--- src/ufbd_pkg.sv ---
// Constants for the serial flag and baud divisor block
package ufbd_pkg;
    localparam int          UFBD_ADDR_W        = 8;
    localparam int          UFBD_DATA_W        = 32;
    // Register byte offsets
    localparam logic [7:0]  UFBD_OFS_FLAGS     = 8'h00;
    localparam logic [7:0]  UFBD_OFS_IRDA      = 8'h04;
    localparam logic [7:0]  UFBD_OFS_DIV_INT   = 8'h08;
    localparam logic [7:0]  UFBD_OFS_DIV_FRAC  = 8'h0c;
    localparam logic [7:0]  UFBD_OFS_CTRL      = 8'h10;
    localparam logic [7:0]  UFBD_OFS_IRQ_STAT  = 8'h14;
    localparam logic [7:0]  UFBD_OFS_IRQ_MASK  = 8'h18;
    // Flag register bit positions
    localparam int          UFBD_FLAG_CTS      = 0;
    localparam int          UFBD_FLAG_BUSY     = 3;
    localparam int          UFBD_FLAG_RX_EMPTY = 4;
    localparam int          UFBD_FLAG_TX_FULL  = 5;
    localparam int          UFBD_FLAG_RX_FULL  = 6;
    localparam int          UFBD_FLAG_TX_EMPTY = 7;
    // Field widths
    localparam int          UFBD_INT_W         = 16;
    localparam int          UFBD_FRAC_W        = 6;
    localparam int          UFBD_OVERSAMPLE    = 16;
    // Control register bit positions
    localparam int          UFBD_CTRL_FIFO_EN  = 0;
    // Interrupt status and mask bit positions
    localparam int          UFBD_IRQ_TX_EMPTY  = 0;
    localparam int          UFBD_IRQ_RX_DATA   = 1;
    localparam int          UFBD_IRQ_CTS       = 2;
    localparam int          UFBD_IRQ_W         = 3;
    // Reset values
    localparam logic [15:0] UFBD_RST_DIV_INT   = 16'h0000;
    localparam logic [5:0]  UFBD_RST_DIV_FRAC  = 6'h00;
    localparam logic        UFBD_RST_FIFO_EN   = 1'b0;
    localparam logic [2:0]  UFBD_RST_IRQ_MASK  = 3'h0;
    localparam logic        UFBD_RST_TX_EMPTY  = 1'b1;
    // Bus responses
    localparam logic [1:0]  UFBD_RESP_OKAY     = 2'b00;
    localparam logic [1:0]  UFBD_RESP_SLVERR   = 2'b10;
endpackage

--- src/ufbd_top.sv ---
// Flag register, baud divisor and 16x tick generator behind AXI4-Lite
//
// What this block does
// Transmit-empty bit 7 shows holding register or FIFO empty; resets to one.
// Transmit-empty ignores the shift register; only queue occupancy counts.
// Receive-full bit 6 shows holding register full or FIFO full.
// Transmit-full bit 5 shows holding register full or FIFO full.
// Receive-empty bit 4 shows holding register empty or FIFO empty.
// Busy bit 3 stays set until the last stop bit has left.
// Busy sets once the transmit FIFO holds anything, enabled or not.
// Bit 0 reads the inverse of the active-low clear-to-send pin.
// Ring, carrier and data-set-ready bits unused; write zero, read meaningless.
// Infrared register ignores writes and always reads zero.
// Integer divisor is sixteen bits read/write, resets to zero.
// Fractional divisor is six bits read/write, resets to zero.
// Divisor equals reference clock over sixteen times line rate.
// New divisor values apply only once the current character ends.
// FIFO enable clear makes both queues single-entry holding registers.
// Fraction counts sixty-fourths, accumulated every tick period.
//
// Design decisions made here: the register addresses and the AXI4-Lite register port.
`timescale 1ns/1ps
`default_nettype none
module ufbd_top
    import ufbd_pkg::*;
#(
    parameter int FIFO_DEPTH = 16,
    parameter int LEVEL_W    = $clog2(FIFO_DEPTH + 1)
) (
    // Clock and reset
    input  wire logic                   aclk,
    input  wire logic                   aresetn,

    // Write address
    input  wire logic [UFBD_ADDR_W-1:0] awaddr,
    input  wire logic                   awvalid,
    output logic                        awready,

    // Write data
    input  wire logic [31:0]            wdata,
    input  wire logic [3:0]             wstrb,
    input  wire logic                   wvalid,
    output logic                        wready,

    // Write response
    output logic [1:0]                  bresp,
    output logic                        bvalid,
    input  wire logic                   bready,

    // Read address
    input  wire logic [UFBD_ADDR_W-1:0] araddr,
    input  wire logic                   arvalid,
    output logic                        arready,

    // Read data
    output logic [31:0]                 rdata,
    output logic [1:0]                  rresp,
    output logic                        rvalid,
    input  wire logic                   rready,

    // Rest of the transceiver
    input  wire logic [LEVEL_W-1:0]     tx_fifo_level,
    input  wire logic [LEVEL_W-1:0]     rx_fifo_level,
    input  wire logic                   tx_shift_busy,
    input  wire logic                   line_idle,
    input  wire logic                   clear_to_send_n_pin,

    // Control and event outputs
    output logic                        fifo_enable,
    output logic                        baud_tick,
    output logic                        irq
);

    ////////////////////////////////////////////////////////////////////////
    // Flag computation
    logic                   tx_empty_flag;
    logic                   tx_full_flag;
    logic                   rx_empty_flag;
    logic                   rx_full_flag;
    logic                   busy_flag;
    logic                   cts_flag;
    logic [LEVEL_W-1:0]     full_level;
    logic [31:0]            flags_word;

    // queue depth by mode
    assign full_level    = fifo_enable ? LEVEL_W'(FIFO_DEPTH) : LEVEL_W'(1);
    // transmit empty from occupancy only
    assign tx_empty_flag = (tx_fifo_level == '0);

    // transmit full
    assign tx_full_flag  = (tx_fifo_level >= full_level);

    // receive empty
    assign rx_empty_flag = (rx_fifo_level == '0);

    // receive full
    assign rx_full_flag  = (rx_fifo_level >= full_level);

    // busy while queued or shifting
    assign busy_flag     = !tx_empty_flag || tx_shift_busy;

    // inverted clear-to-send
    assign cts_flag      = !clear_to_send_n_pin;

    // unused modem bits read zero
    always_comb begin
        flags_word                     = 32'h0000_0000;
        flags_word[UFBD_FLAG_TX_EMPTY] = tx_empty_flag;
        flags_word[UFBD_FLAG_RX_FULL]  = rx_full_flag;
        flags_word[UFBD_FLAG_TX_FULL]  = tx_full_flag;
        flags_word[UFBD_FLAG_RX_EMPTY] = rx_empty_flag;
        flags_word[UFBD_FLAG_BUSY]     = busy_flag;
        flags_word[UFBD_FLAG_CTS]      = cts_flag;
    end

    ////////////////////////////////////////////////////////////////////////
    // Write channel
    logic                   aw_held;
    logic                   w_held;
    logic [UFBD_ADDR_W-1:0] wr_addr;
    logic [31:0]            wr_data;
    logic [3:0]             wr_strb;
    logic                   do_write;
    logic                   wr_mapped;
    logic [UFBD_INT_W-1:0]  div_int;
    logic [UFBD_FRAC_W-1:0] div_frac;
    logic [UFBD_IRQ_W-1:0]  irq_mask;

    assign do_write  = aw_held && w_held && !bvalid;

    // Address decode of the held write
    logic                   wr_hit_flags;
    logic                   wr_hit_irda;
    logic                   wr_hit_int;
    logic                   wr_hit_frac;
    logic                   wr_hit_ctrl;
    logic                   wr_hit_stat;
    logic                   wr_hit_mask;
    assign wr_hit_flags = (wr_addr == UFBD_OFS_FLAGS);
    assign wr_hit_irda  = (wr_addr == UFBD_OFS_IRDA);
    assign wr_hit_int   = (wr_addr == UFBD_OFS_DIV_INT);
    assign wr_hit_frac  = (wr_addr == UFBD_OFS_DIV_FRAC);
    assign wr_hit_ctrl  = (wr_addr == UFBD_OFS_CTRL);
    assign wr_hit_stat  = (wr_addr == UFBD_OFS_IRQ_STAT);
    assign wr_hit_mask  = (wr_addr == UFBD_OFS_IRQ_MASK);
    assign wr_mapped    = wr_hit_flags || wr_hit_irda || wr_hit_int || wr_hit_frac
                       || wr_hit_ctrl || wr_hit_stat || wr_hit_mask;

    // Write address capture
    always_ff @(posedge aclk) begin
        if (!aresetn) begin
            aw_held <= 1'b0;
            awready <= 1'b1;
            wr_addr <= '0;
        end else if (awvalid && awready) begin
            aw_held <= 1'b1;
            awready <= 1'b0;
            wr_addr <= awaddr;
        end else if (do_write) begin
            aw_held <= 1'b0;
        end else if (bvalid && bready) begin
            awready <= 1'b1;
        end
    end

    // Write data capture
    always_ff @(posedge aclk) begin
        if (!aresetn) begin
            w_held  <= 1'b0;
            wready  <= 1'b1;
            wr_data <= '0;
            wr_strb <= '0;
        end else if (wvalid && wready) begin
            w_held  <= 1'b1;
            wready  <= 1'b0;
            wr_data <= wdata;
            wr_strb <= wstrb;
        end else if (do_write) begin
            w_held  <= 1'b0;
        end else if (bvalid && bready) begin
            wready  <= 1'b1;
        end
    end

    // Write response, held until taken
    always_ff @(posedge aclk) begin
        if (!aresetn) begin
            bvalid <= 1'b0;
            bresp  <= UFBD_RESP_OKAY;
        end else if (do_write) begin
            bvalid <= 1'b1;
            bresp  <= wr_mapped ? UFBD_RESP_OKAY : UFBD_RESP_SLVERR;
        end else if (bready) begin
            bvalid <= 1'b0;
        end
    end

    // infrared offset has no storage; writes there fall through
    // integer divisor storage
    always_ff @(posedge aclk) begin
        if (!aresetn) begin
            div_int <= UFBD_RST_DIV_INT;
        end else if (do_write && wr_addr == UFBD_OFS_DIV_INT) begin
            // Low byte lane
            if (wr_strb[0]) begin
                div_int[7:0] <= wr_data[7:0];
            end
            // High byte lane
            if (wr_strb[1]) begin
                div_int[15:8] <= wr_data[15:8];
            end
        end
    end

    // fractional divisor storage
    always_ff @(posedge aclk) begin
        if (!aresetn) begin
            div_frac <= UFBD_RST_DIV_FRAC;
        end else if (do_write && wr_addr == UFBD_OFS_DIV_FRAC && wr_strb[0]) begin
            div_frac <= wr_data[UFBD_FRAC_W-1:0];
        end
    end

    // Control bit and interrupt mask
    always_ff @(posedge aclk) begin
        if (!aresetn) begin
            fifo_enable <= UFBD_RST_FIFO_EN;
            irq_mask    <= UFBD_RST_IRQ_MASK;
        end else if (do_write && wr_strb[0]) begin
            if (wr_addr == UFBD_OFS_CTRL) begin
                fifo_enable <= wr_data[UFBD_CTRL_FIFO_EN];
            end
            if (wr_addr == UFBD_OFS_IRQ_MASK) begin
                irq_mask <= wr_data[UFBD_IRQ_W-1:0];
            end
        end
    end

    ////////////////////////////////////////////////////////////////////////
    // Interrupt status
    logic                   prev_tx_empty;
    logic                   prev_rx_empty;
    logic                   prev_cts;
    logic [UFBD_IRQ_W-1:0]  irq_status;
    logic [UFBD_IRQ_W-1:0]  irq_set;
    logic [UFBD_IRQ_W-1:0]  next_irq_status;
    logic                   status_read;

    // Transmit queue drained
    assign irq_set[UFBD_IRQ_TX_EMPTY] = tx_empty_flag && !prev_tx_empty;
    // Receive queue got data
    assign irq_set[UFBD_IRQ_RX_DATA]  = !rx_empty_flag && prev_rx_empty;
    // Either edge of clear-to-send
    assign irq_set[UFBD_IRQ_CTS]      = cts_flag != prev_cts;

    assign status_read     = arvalid && arready && (araddr == UFBD_OFS_IRQ_STAT);
    // A new event in the reading cycle survives the clear
    assign next_irq_status = (status_read ? '0 : irq_status) | irq_set;

    // Edge history, sticky status and registered request
    always_ff @(posedge aclk) begin
        if (!aresetn) begin
            prev_tx_empty <= UFBD_RST_TX_EMPTY;
            prev_rx_empty <= 1'b1;
            prev_cts      <= 1'b0;
            irq_status    <= '0;
            irq           <= 1'b0;
        end else begin
            prev_tx_empty <= tx_empty_flag;
            prev_rx_empty <= rx_empty_flag;
            prev_cts      <= cts_flag;
            irq_status    <= next_irq_status;
            irq           <= |(next_irq_status & irq_mask);
        end
    end

    ////////////////////////////////////////////////////////////////////////
    // Read channel
    logic [31:0]            rd_mux;
    logic                   rd_mapped;

    // Address decode of the offered read
    logic                   rd_hit_flags;
    logic                   rd_hit_irda;
    logic                   rd_hit_int;
    logic                   rd_hit_frac;
    logic                   rd_hit_ctrl;
    logic                   rd_hit_stat;
    logic                   rd_hit_mask;
    assign rd_hit_flags = (araddr == UFBD_OFS_FLAGS);
    assign rd_hit_irda  = (araddr == UFBD_OFS_IRDA);
    assign rd_hit_int   = (araddr == UFBD_OFS_DIV_INT);
    assign rd_hit_frac  = (araddr == UFBD_OFS_DIV_FRAC);
    assign rd_hit_ctrl  = (araddr == UFBD_OFS_CTRL);
    assign rd_hit_stat  = (araddr == UFBD_OFS_IRQ_STAT);
    assign rd_hit_mask  = (araddr == UFBD_OFS_IRQ_MASK);

    // infrared offset reads zero
    assign rd_mux = rd_hit_flags ? flags_word
                  : rd_hit_int   ? {16'h0000, div_int}
                  : rd_hit_frac  ? {26'h0000000, div_frac}
                  : rd_hit_ctrl  ? {31'h00000000, fifo_enable}
                  : rd_hit_stat  ? {29'h00000000, irq_status}
                  : rd_hit_mask  ? {29'h00000000, irq_mask}
                  : 32'h0000_0000;
    assign rd_mapped = rd_hit_flags || rd_hit_irda || rd_hit_int || rd_hit_frac
                    || rd_hit_ctrl || rd_hit_stat || rd_hit_mask;

    // Read response, held until taken
    always_ff @(posedge aclk) begin
        if (!aresetn) begin
            arready <= 1'b1;
            rvalid  <= 1'b0;
            rdata   <= 32'h0000_0000;
            rresp   <= UFBD_RESP_OKAY;
        end else if (arvalid && arready) begin
            arready <= 1'b0;
            rvalid  <= 1'b1;
            rdata   <= rd_mux;
            rresp   <= rd_mapped ? UFBD_RESP_OKAY : UFBD_RESP_SLVERR;
        end else if (rvalid && rready) begin
            arready <= 1'b1;
            rvalid  <= 1'b0;
        end
    end

    ////////////////////////////////////////////////////////////////////////
    // Oversampling tick generator
    logic [UFBD_INT_W-1:0]  act_int;
    logic [UFBD_FRAC_W-1:0] act_frac;
    logic [UFBD_INT_W-1:0]  tick_count;
    logic [UFBD_FRAC_W-1:0] frac_acc;
    logic                   extra_cycle;
    logic [UFBD_FRAC_W:0]   frac_sum;
    logic [UFBD_INT_W:0]    period_len;
    logic [UFBD_INT_W:0]    count_plus;
    logic                   period_end;

    // period of int + frac/64 reference cycles gives 16x line rate
    assign period_len = {1'b0, act_int} + {{UFBD_INT_W{1'b0}}, extra_cycle};
    assign count_plus = {1'b0, tick_count} + {{UFBD_INT_W{1'b0}}, 1'b1};
    assign period_end = (act_int != '0) && (count_plus >= period_len);
    // sixty-fourths accumulate, carry lengthens next period
    assign frac_sum   = {1'b0, frac_acc} + {1'b0, act_frac};

    // divisor copies update only between characters
    always_ff @(posedge aclk) begin
        if (!aresetn) begin
            act_int  <= UFBD_RST_DIV_INT;
            act_frac <= UFBD_RST_DIV_FRAC;
        end else if (line_idle) begin
            act_int  <= div_int;
            act_frac <= div_frac;
        end
    end

    // Period counter and tick pulse
    always_ff @(posedge aclk) begin
        if (!aresetn) begin
            tick_count  <= '0;
            frac_acc    <= '0;
            extra_cycle <= 1'b0;
            baud_tick   <= 1'b0;
        end else if (period_end) begin
            tick_count  <= '0;
            frac_acc    <= frac_sum[UFBD_FRAC_W-1:0];
            extra_cycle <= frac_sum[UFBD_FRAC_W];
            baud_tick   <= 1'b1;
        end else begin
            // Count up within the period; a zero divisor parks the counter
            tick_count  <= (act_int == '0) ? '0 : count_plus[UFBD_INT_W-1:0];
            baud_tick   <= 1'b0;
        end
    end

endmodule
`default_nettype wire

--- config.mk ---
export PLATFORM = sky130hd
export DESIGN_NAME = ufbd_top
export DESIGN_NICKNAME = d
export VERILOG_FILES = /design/src/ufbd_pkg.sv /design/src/ufbd_top.sv
export SDC_FILE = /design/constraint.sdc
export NUM_CORES = 1
export LEC_CHECK = 0
export ABC_AREA = 1
export BUFFER_PORTS_ARGS = -buffer_cell sky130_fd_sc_hd__buf_4
export CAP_MARGIN = 10
export CELL_PAD_IN_SITES_DETAIL_PLACEMENT = 0
export CELL_PAD_IN_SITES_GLOBAL_PLACEMENT = 1
export CORE_MARGIN = 3
export CORE_UTILIZATION = 37
export DETAILED_ROUTE_END_ITERATION = 10
export PLACE_DENSITY_LB_ADDON = 0.3
export SYNTH_ARGS = -nofsm -noshare
export SYNTH_HDL_FRONTEND = slang
export SYNTH_SLANG_ARGS = --single-unit
--- constraint.sdc ---
create_clock -name aclk -period 2.95 [get_ports aclk]
set_input_delay 0.4425 -clock aclk [delete_from_list [all_inputs] [get_ports aclk]]
set_output_delay 0.4425 -clock aclk [all_outputs]
set_load 0.1 [all_outputs]
# Yosys cells after proc, flatten, opt, wreduce, memory -nomap -nowiden
# Cells that the tools add are included.
# word_totals
register_bits	148
latchBits	0
ram_bits	0
rom_bits	0
in_bits	72
output_inout_bits	44
mem_count	0
# op_classes
add_sub_neg	3
multipliers	0
n_div	0
order_cmp	3
eq_ne	15
n_shift	0
n_mux	24
bitwise_logic	3
reduce_logical	53
# op_table
operator	count
8-bit by 5-bit equality test with 1-bit output (second input constant)	6
8-bit by 4-bit equality test with 1-bit output (second input constant)	4
16-bit two-way mux	2
16-bit by 1-bit adder with 17-bit output	1
16-bit by 1-bit adder with 17-bit output (second input constant)	1
17-bit greater-or-equal comparator	1
8-bit by 3-bit equality test with 1-bit output (second input constant)	2
16-bit logical NOT	1
8-bit logical NOT	2
16-bit nonzero test	1
1-bit logical AND	15
1-bit two-way mux	14
1-bit logical OR	13
3-bit two-way mux	4
2-bit AND reduction	6
2-bit nonzero test	6
5-bit greater-or-equal comparator	2
5-bit logical NOT	2
6-bit by 6-bit adder with 7-bit output	1
6-bit two-way mux	1
3-bit OR reduction	2
1-bit logical NOT	5
5-bit two-way mux	1
2-bit two-way mux	2
5 further kinds	6

# Depth between registers and ports, before layout
# depth
word_depth	8
mapped_depth	22
depth_no_buf	21

# Worst setup path before layout
# OpenSTA, ideal clock, no wires.
# synth_path
path_type	register to register
from	register act_int[0]
to	register tick_count[13]
setup_ns	0.123
t_arrival_ns	2.719
path_slack_ns	0.108
path_stages_with_launch	23
n_path_buf	1
period_less_slack_ns	2.842
path_cell_list	dfxtp_1 ha_1 ha_1 nand3_1 nor2_1 nand2_1 nor2_2 nand3_1 nor2_1 nand2_1 nor2_1 nand2_1 ha_1 nand2_2 nor2_4 nand2_1 nor2_1 nand2_1 nand4_4 inv_2 nand3_4 buf_12 nor2_4
# synth_via
elab_chain_cells	4
# synth_rtl
element	line_no	rtl
start: declaration	ufbd_top.sv:329	logic [UFBD_INT_W-1:0] act_int;
start signal: assignment	ufbd_top.sv:352	act_int <= div_int;
16-bit by 1-bit adder with 17-bit output	ufbd_top.sv:340	assign period_len = {1'b0, act_int} + {{UFBD_INT_W{1'b0}}, extra_cycle};
17-bit greater-or-equal comparator	ufbd_top.sv:342	assign period_end = (act_int != '0) && (count_plus >= period_len);
1-bit logical AND	ufbd_top.sv:342	
3-bit OR reduction (no line) *	n/a	
end signal: assignment	ufbd_top.sv:371	tick_count <= (act_int == '0) ? '0 : count_plus[UFBD_INT_W-1:0];
end: declaration	ufbd_top.sv:331	logic [UFBD_INT_W-1:0] tick_count;
# Mark *: on every way between the ends. The rest lies on a longest branch, timed or not.
# A chain may end at the register's enable or synchronous reset.

# Final worst setup path
# layout_path
from	register act_int[0]
to	register extra_cycle
# layout_via
elab_chain_cells	3
# layout_rtl
element	line_no	rtl
16-bit by 1-bit adder with 17-bit output	ufbd_top.sv:340	
17-bit greater-or-equal comparator	ufbd_top.sv:342	
1-bit logical AND *	ufbd_top.sv:342	
end signal: assignment	ufbd_top.sv:367	extra_cycle <= frac_sum[UFBD_FRAC_W];
end: declaration	ufbd_top.sv:333	logic extra_cycle;
# Marks and branches as above.

==> impl_metrics.yaml <==
status:
  run_status: "finished, final reports clean"
clock_network:
  clock_path_buffers: 2
  cts-root-buf: "clkbuf_16"
  clkLatencyLatePin_ns: 0.42
  cts_made_buffers: 17
  cts_num_sinks: 130
  cts_tree: "built"
  htree_levels: 4
  clk_pin_slew_ns: 0.06
die:
  start_util: 0.381
  io_pins: 116
  fp.coreArea_um2: 17400
  die_h_um: 140
  die_x_um: 140
  die_area_um2: 19600
  rows: 48
detailed_routing:
  routedWlPerCell_um: 13.2
  vias: 5759
  wl_um: 16200
  route.detailed.drc: 0
  via_per_inst: 4.71
  drt_first_pass_iters: 5
  drt-initial-drc-count: 260
  ant_nets: 0
power_and_ir_drop:
  irDropWorstVdd_v: 0.000372
  p_switching_mw: 1.44
  p_seq_frac: 0.382
  internal_power_mw: 3.54
  finalPower_mw: 4.98
  p_per_area_nw_per_um2: 599
  p_leak_nw: 3.66
  combPwrFrac: 0.160
  p_clk_frac: 0.458
  p_sw_frac: 0.289
cells_and_area:
  n_fill_cell: 1802
  fin_area_um2: 8310
  drive_gt1_frac: 0.206
  diodes: 0
  area_growth_pct: 25.3
  nets: 1088
critical_path:
  critPathLaunchType: "flip-flop"
  path_class: "reg2reg"
  crit_fanout: 4
  critPathRequiredTime_ns: 3.26
  crit_path_end_kind: "flip-flop"
  r2r_slack_ns: 0.04
  crit_arrival_ns: 3.23
placed_design:
  numPortBuffers: 79
  dpl.hpwl_um: 12200
  placed_area_um2: 7460
  gp_congestion: 0.823
synth:
  async_flop_share: 0
  ys_warn_count: 0
  synth_top_cell_by_area: "dfxtp_1"
  synth_flop_cell: "dfxtp_1"
  synth_cell_types: 47
  synth_top_area_frac: 0.392
  synth_common_cells: "nand2_1, dfxtp_1, inv_1, nor2_1, o21ai_0"
  ys_seq_elements: 130
  synthCells: 894
  synthTopCellsByArea: "dfxtp_1, nand2_1, inv_1"
  synth_edf_count: 0
  seq_area_frac_synth: 0.392
  syn_avg_cell_area_um2: 7.42
  synthesis.area_um2: 6630
  yosys.cell_count.top_type: "nand2_1"
timing:
  final_max_slew_viol_count: 0
  slew_headroom: 0.438
  setup_viol_count_final: 0
  finalCriticalPeriod_ns: 2.91
  clock_skew_ns: 0.00766
  fmax_ghz: 0.343
  fin_crit_sh: 0.988
  rsz0062_at_grt: "true"
  worst_pin_slew_ns: 0.840
  hold_viol_final: 0
global_route:
  grt_pass1_wl_um: 26900
  grt_max_degree: 50
  grt_overflow: 0
  grt_usage: 0.170
  antenna_found_initial: 0
  first_global_vias: 5586
hold_path:
  worstHoldPathType: "in2reg"
run:
  maxCapViolations: 0
-- sequential cells by signal, summed over array words and instances, names as in the netlist, 2 cells and up --
signal and count:
tick_count 16, rdata 16, wr_data 16, div_frac 6
frac_acc 6, div_int 16, wr_addr 8, act_frac 6
wr_strb 2, irq_mask 3, act_int 16, irq_status 3
-- area by class of cell --
type / count / area (µm²) / area share
Multi-Input combinational cell: 611 / 3520 / 0.424
Timing Repair Buffer: 102 / 798 / 0.0961
Clock buffer: 18 / 439 / 0.0529
Tap cell: 225 / 282 / 0.0339
Clock inverter: 14 / 199 / 0.0239
Inverter: 123 / 462 / 0.0556
Sequential cell: 130 / 2610 / 0.314
-- power by group through the flow --
stage                     sequential [mW]  clock [mW]  combinational (mW)
after floorplan                      2.04           0               0.480
after global placement               1.93           0               0.774
after detailed placement             1.94           0               0.778
after CTS                            1.90        2.33               0.786
after global routing                 1.91        2.40               0.881
final                                1.90        2.28               0.797
-- final timing paths --
check | startpoint | to | cells past startpoint
setup reg to reg | act_int[0] | extra_cycle | 20
setup / recovery | act_int[0] | extra_cycle | 20
hold / removal | clear_to_send_n_pin | prev_cts | 2
hold reg to reg | wr_data[11] | wr_data[11] | 2
-- worst max-delay path, cell delays in order, from the launching register on --
cell and delay, ns:
dfxtp_2 0.35, ha_4 0.15, buf_6 0.10, nand3_4 0.06
nor2_4 0.13, nand4_1 0.19, nor2_4 0.20, nand4_1 0.12
o21ai_1 0.16, nand2_1 0.12, ha_4 0.27, nand2_4 0.07
inv_2 0.03, nand2_1 0.05, nand2_1 0.06, a21oi_2 0.16
nand4_4 0.16, buf_4 0.17, buf_4 0.12, nand4_1 0.06
nand2_1 0.06
-- cells by family after synthesis --
| group | after synthesis | share of synthesized area |
|---|---|---|
| other | 1 | 0.000565 |
| flip-flops | 130 | 0.392 |
| AND/OR/NAND/NOR | 363 | 0.262 |
| buffers and inverters | 170 | 0.111 |
| AO/OA/AOI/OAI | 180 | 0.149 |
| XOR/XNOR | 19 | 0.0251 |
| adder cells (fa/ha/maj) | 31 | 0.0596 |
-- timing repair --
item / CTS / global route
setup endpoints to repair: 23 / 24
resized for setup: 15 / 26
pin swaps: 10 / 24
hold buffers: 0 / 0
setup buffers: 0 / 4
-- stage by stage --
stage           util  setup slack (ns)  instances  TNS (ns)  hold slack (ns)
2_1_floorplan      -             0.108        911         0            0.424
3_3_place_gp   0.428           -0.0174       1187    -0.114            0.437
3_5_place_dp   0.428           -0.0494       1187    -0.301            0.438
4_1_cts        0.469           -0.0217       1219    -0.203            0.200
5_1_grt        0.477            -0.196       1223     -4.10            0.214
6_report       0.477            0.0354       1223         0            0.210
-- cells in the final DEF (no fill, tap or decap), types with 2 or more instances in the layout --
cell | synthesis | routed
nor2_4 | 13 | 19
nand4_4 | 2 | 2
nor3_2 | 3 | 3
nand2_2 | 4 | 10
bufinv_16 | 0 | 4
a211oi_1 | 15 | 15
buf_4 | 19 | 98
o211ai_1 | 2 | 2
o21a_1 | 2 | 2
nand3_4 | 1 | 3
buf_12 | 1 | 2
inv_6 | 0 | 5
clkinv_2 | 0 | 2
clkbuf_16 | 0 | 17
inv_1 | 114 | 114
o31ai_1 | 4 | 4
nand3_1 | 40 | 37
nand2_1 | 141 | 134
nor2_2 | 4 | 9
inv_2 | 8 | 8
nor3_1 | 11 | 11
ha_4 | 0 | 4
a21oi_1 | 67 | 67
nand4_1 | 21 | 21
a21o_1 | 3 | 3
xor2_1 | 15 | 15
dfxtp_1 | 130 | 128
o21ai_0 | 73 | 73
nor2_1 | 113 | 102
o21ai_1 | 7 | 7
xnor2_1 | 4 | 4
clkinv_4 | 0 | 2
nor4_2 | 5 | 4
conb_1 | 1 | 18
buf_6 | 1 | 2
ha_1 | 30 | 26
dfxtp_2 | 0 | 2
-- per-layer routing --
layer	vias up	wire [µm]	track usage
met5	-	0	0
met4	0	193	0.0510
met3	14	627	0.0405
met2	90	7440	0.271
met1	2575	7940	0.230
li1	3080	-	-
Note: power is estimated with default switching activity, not from simulation.
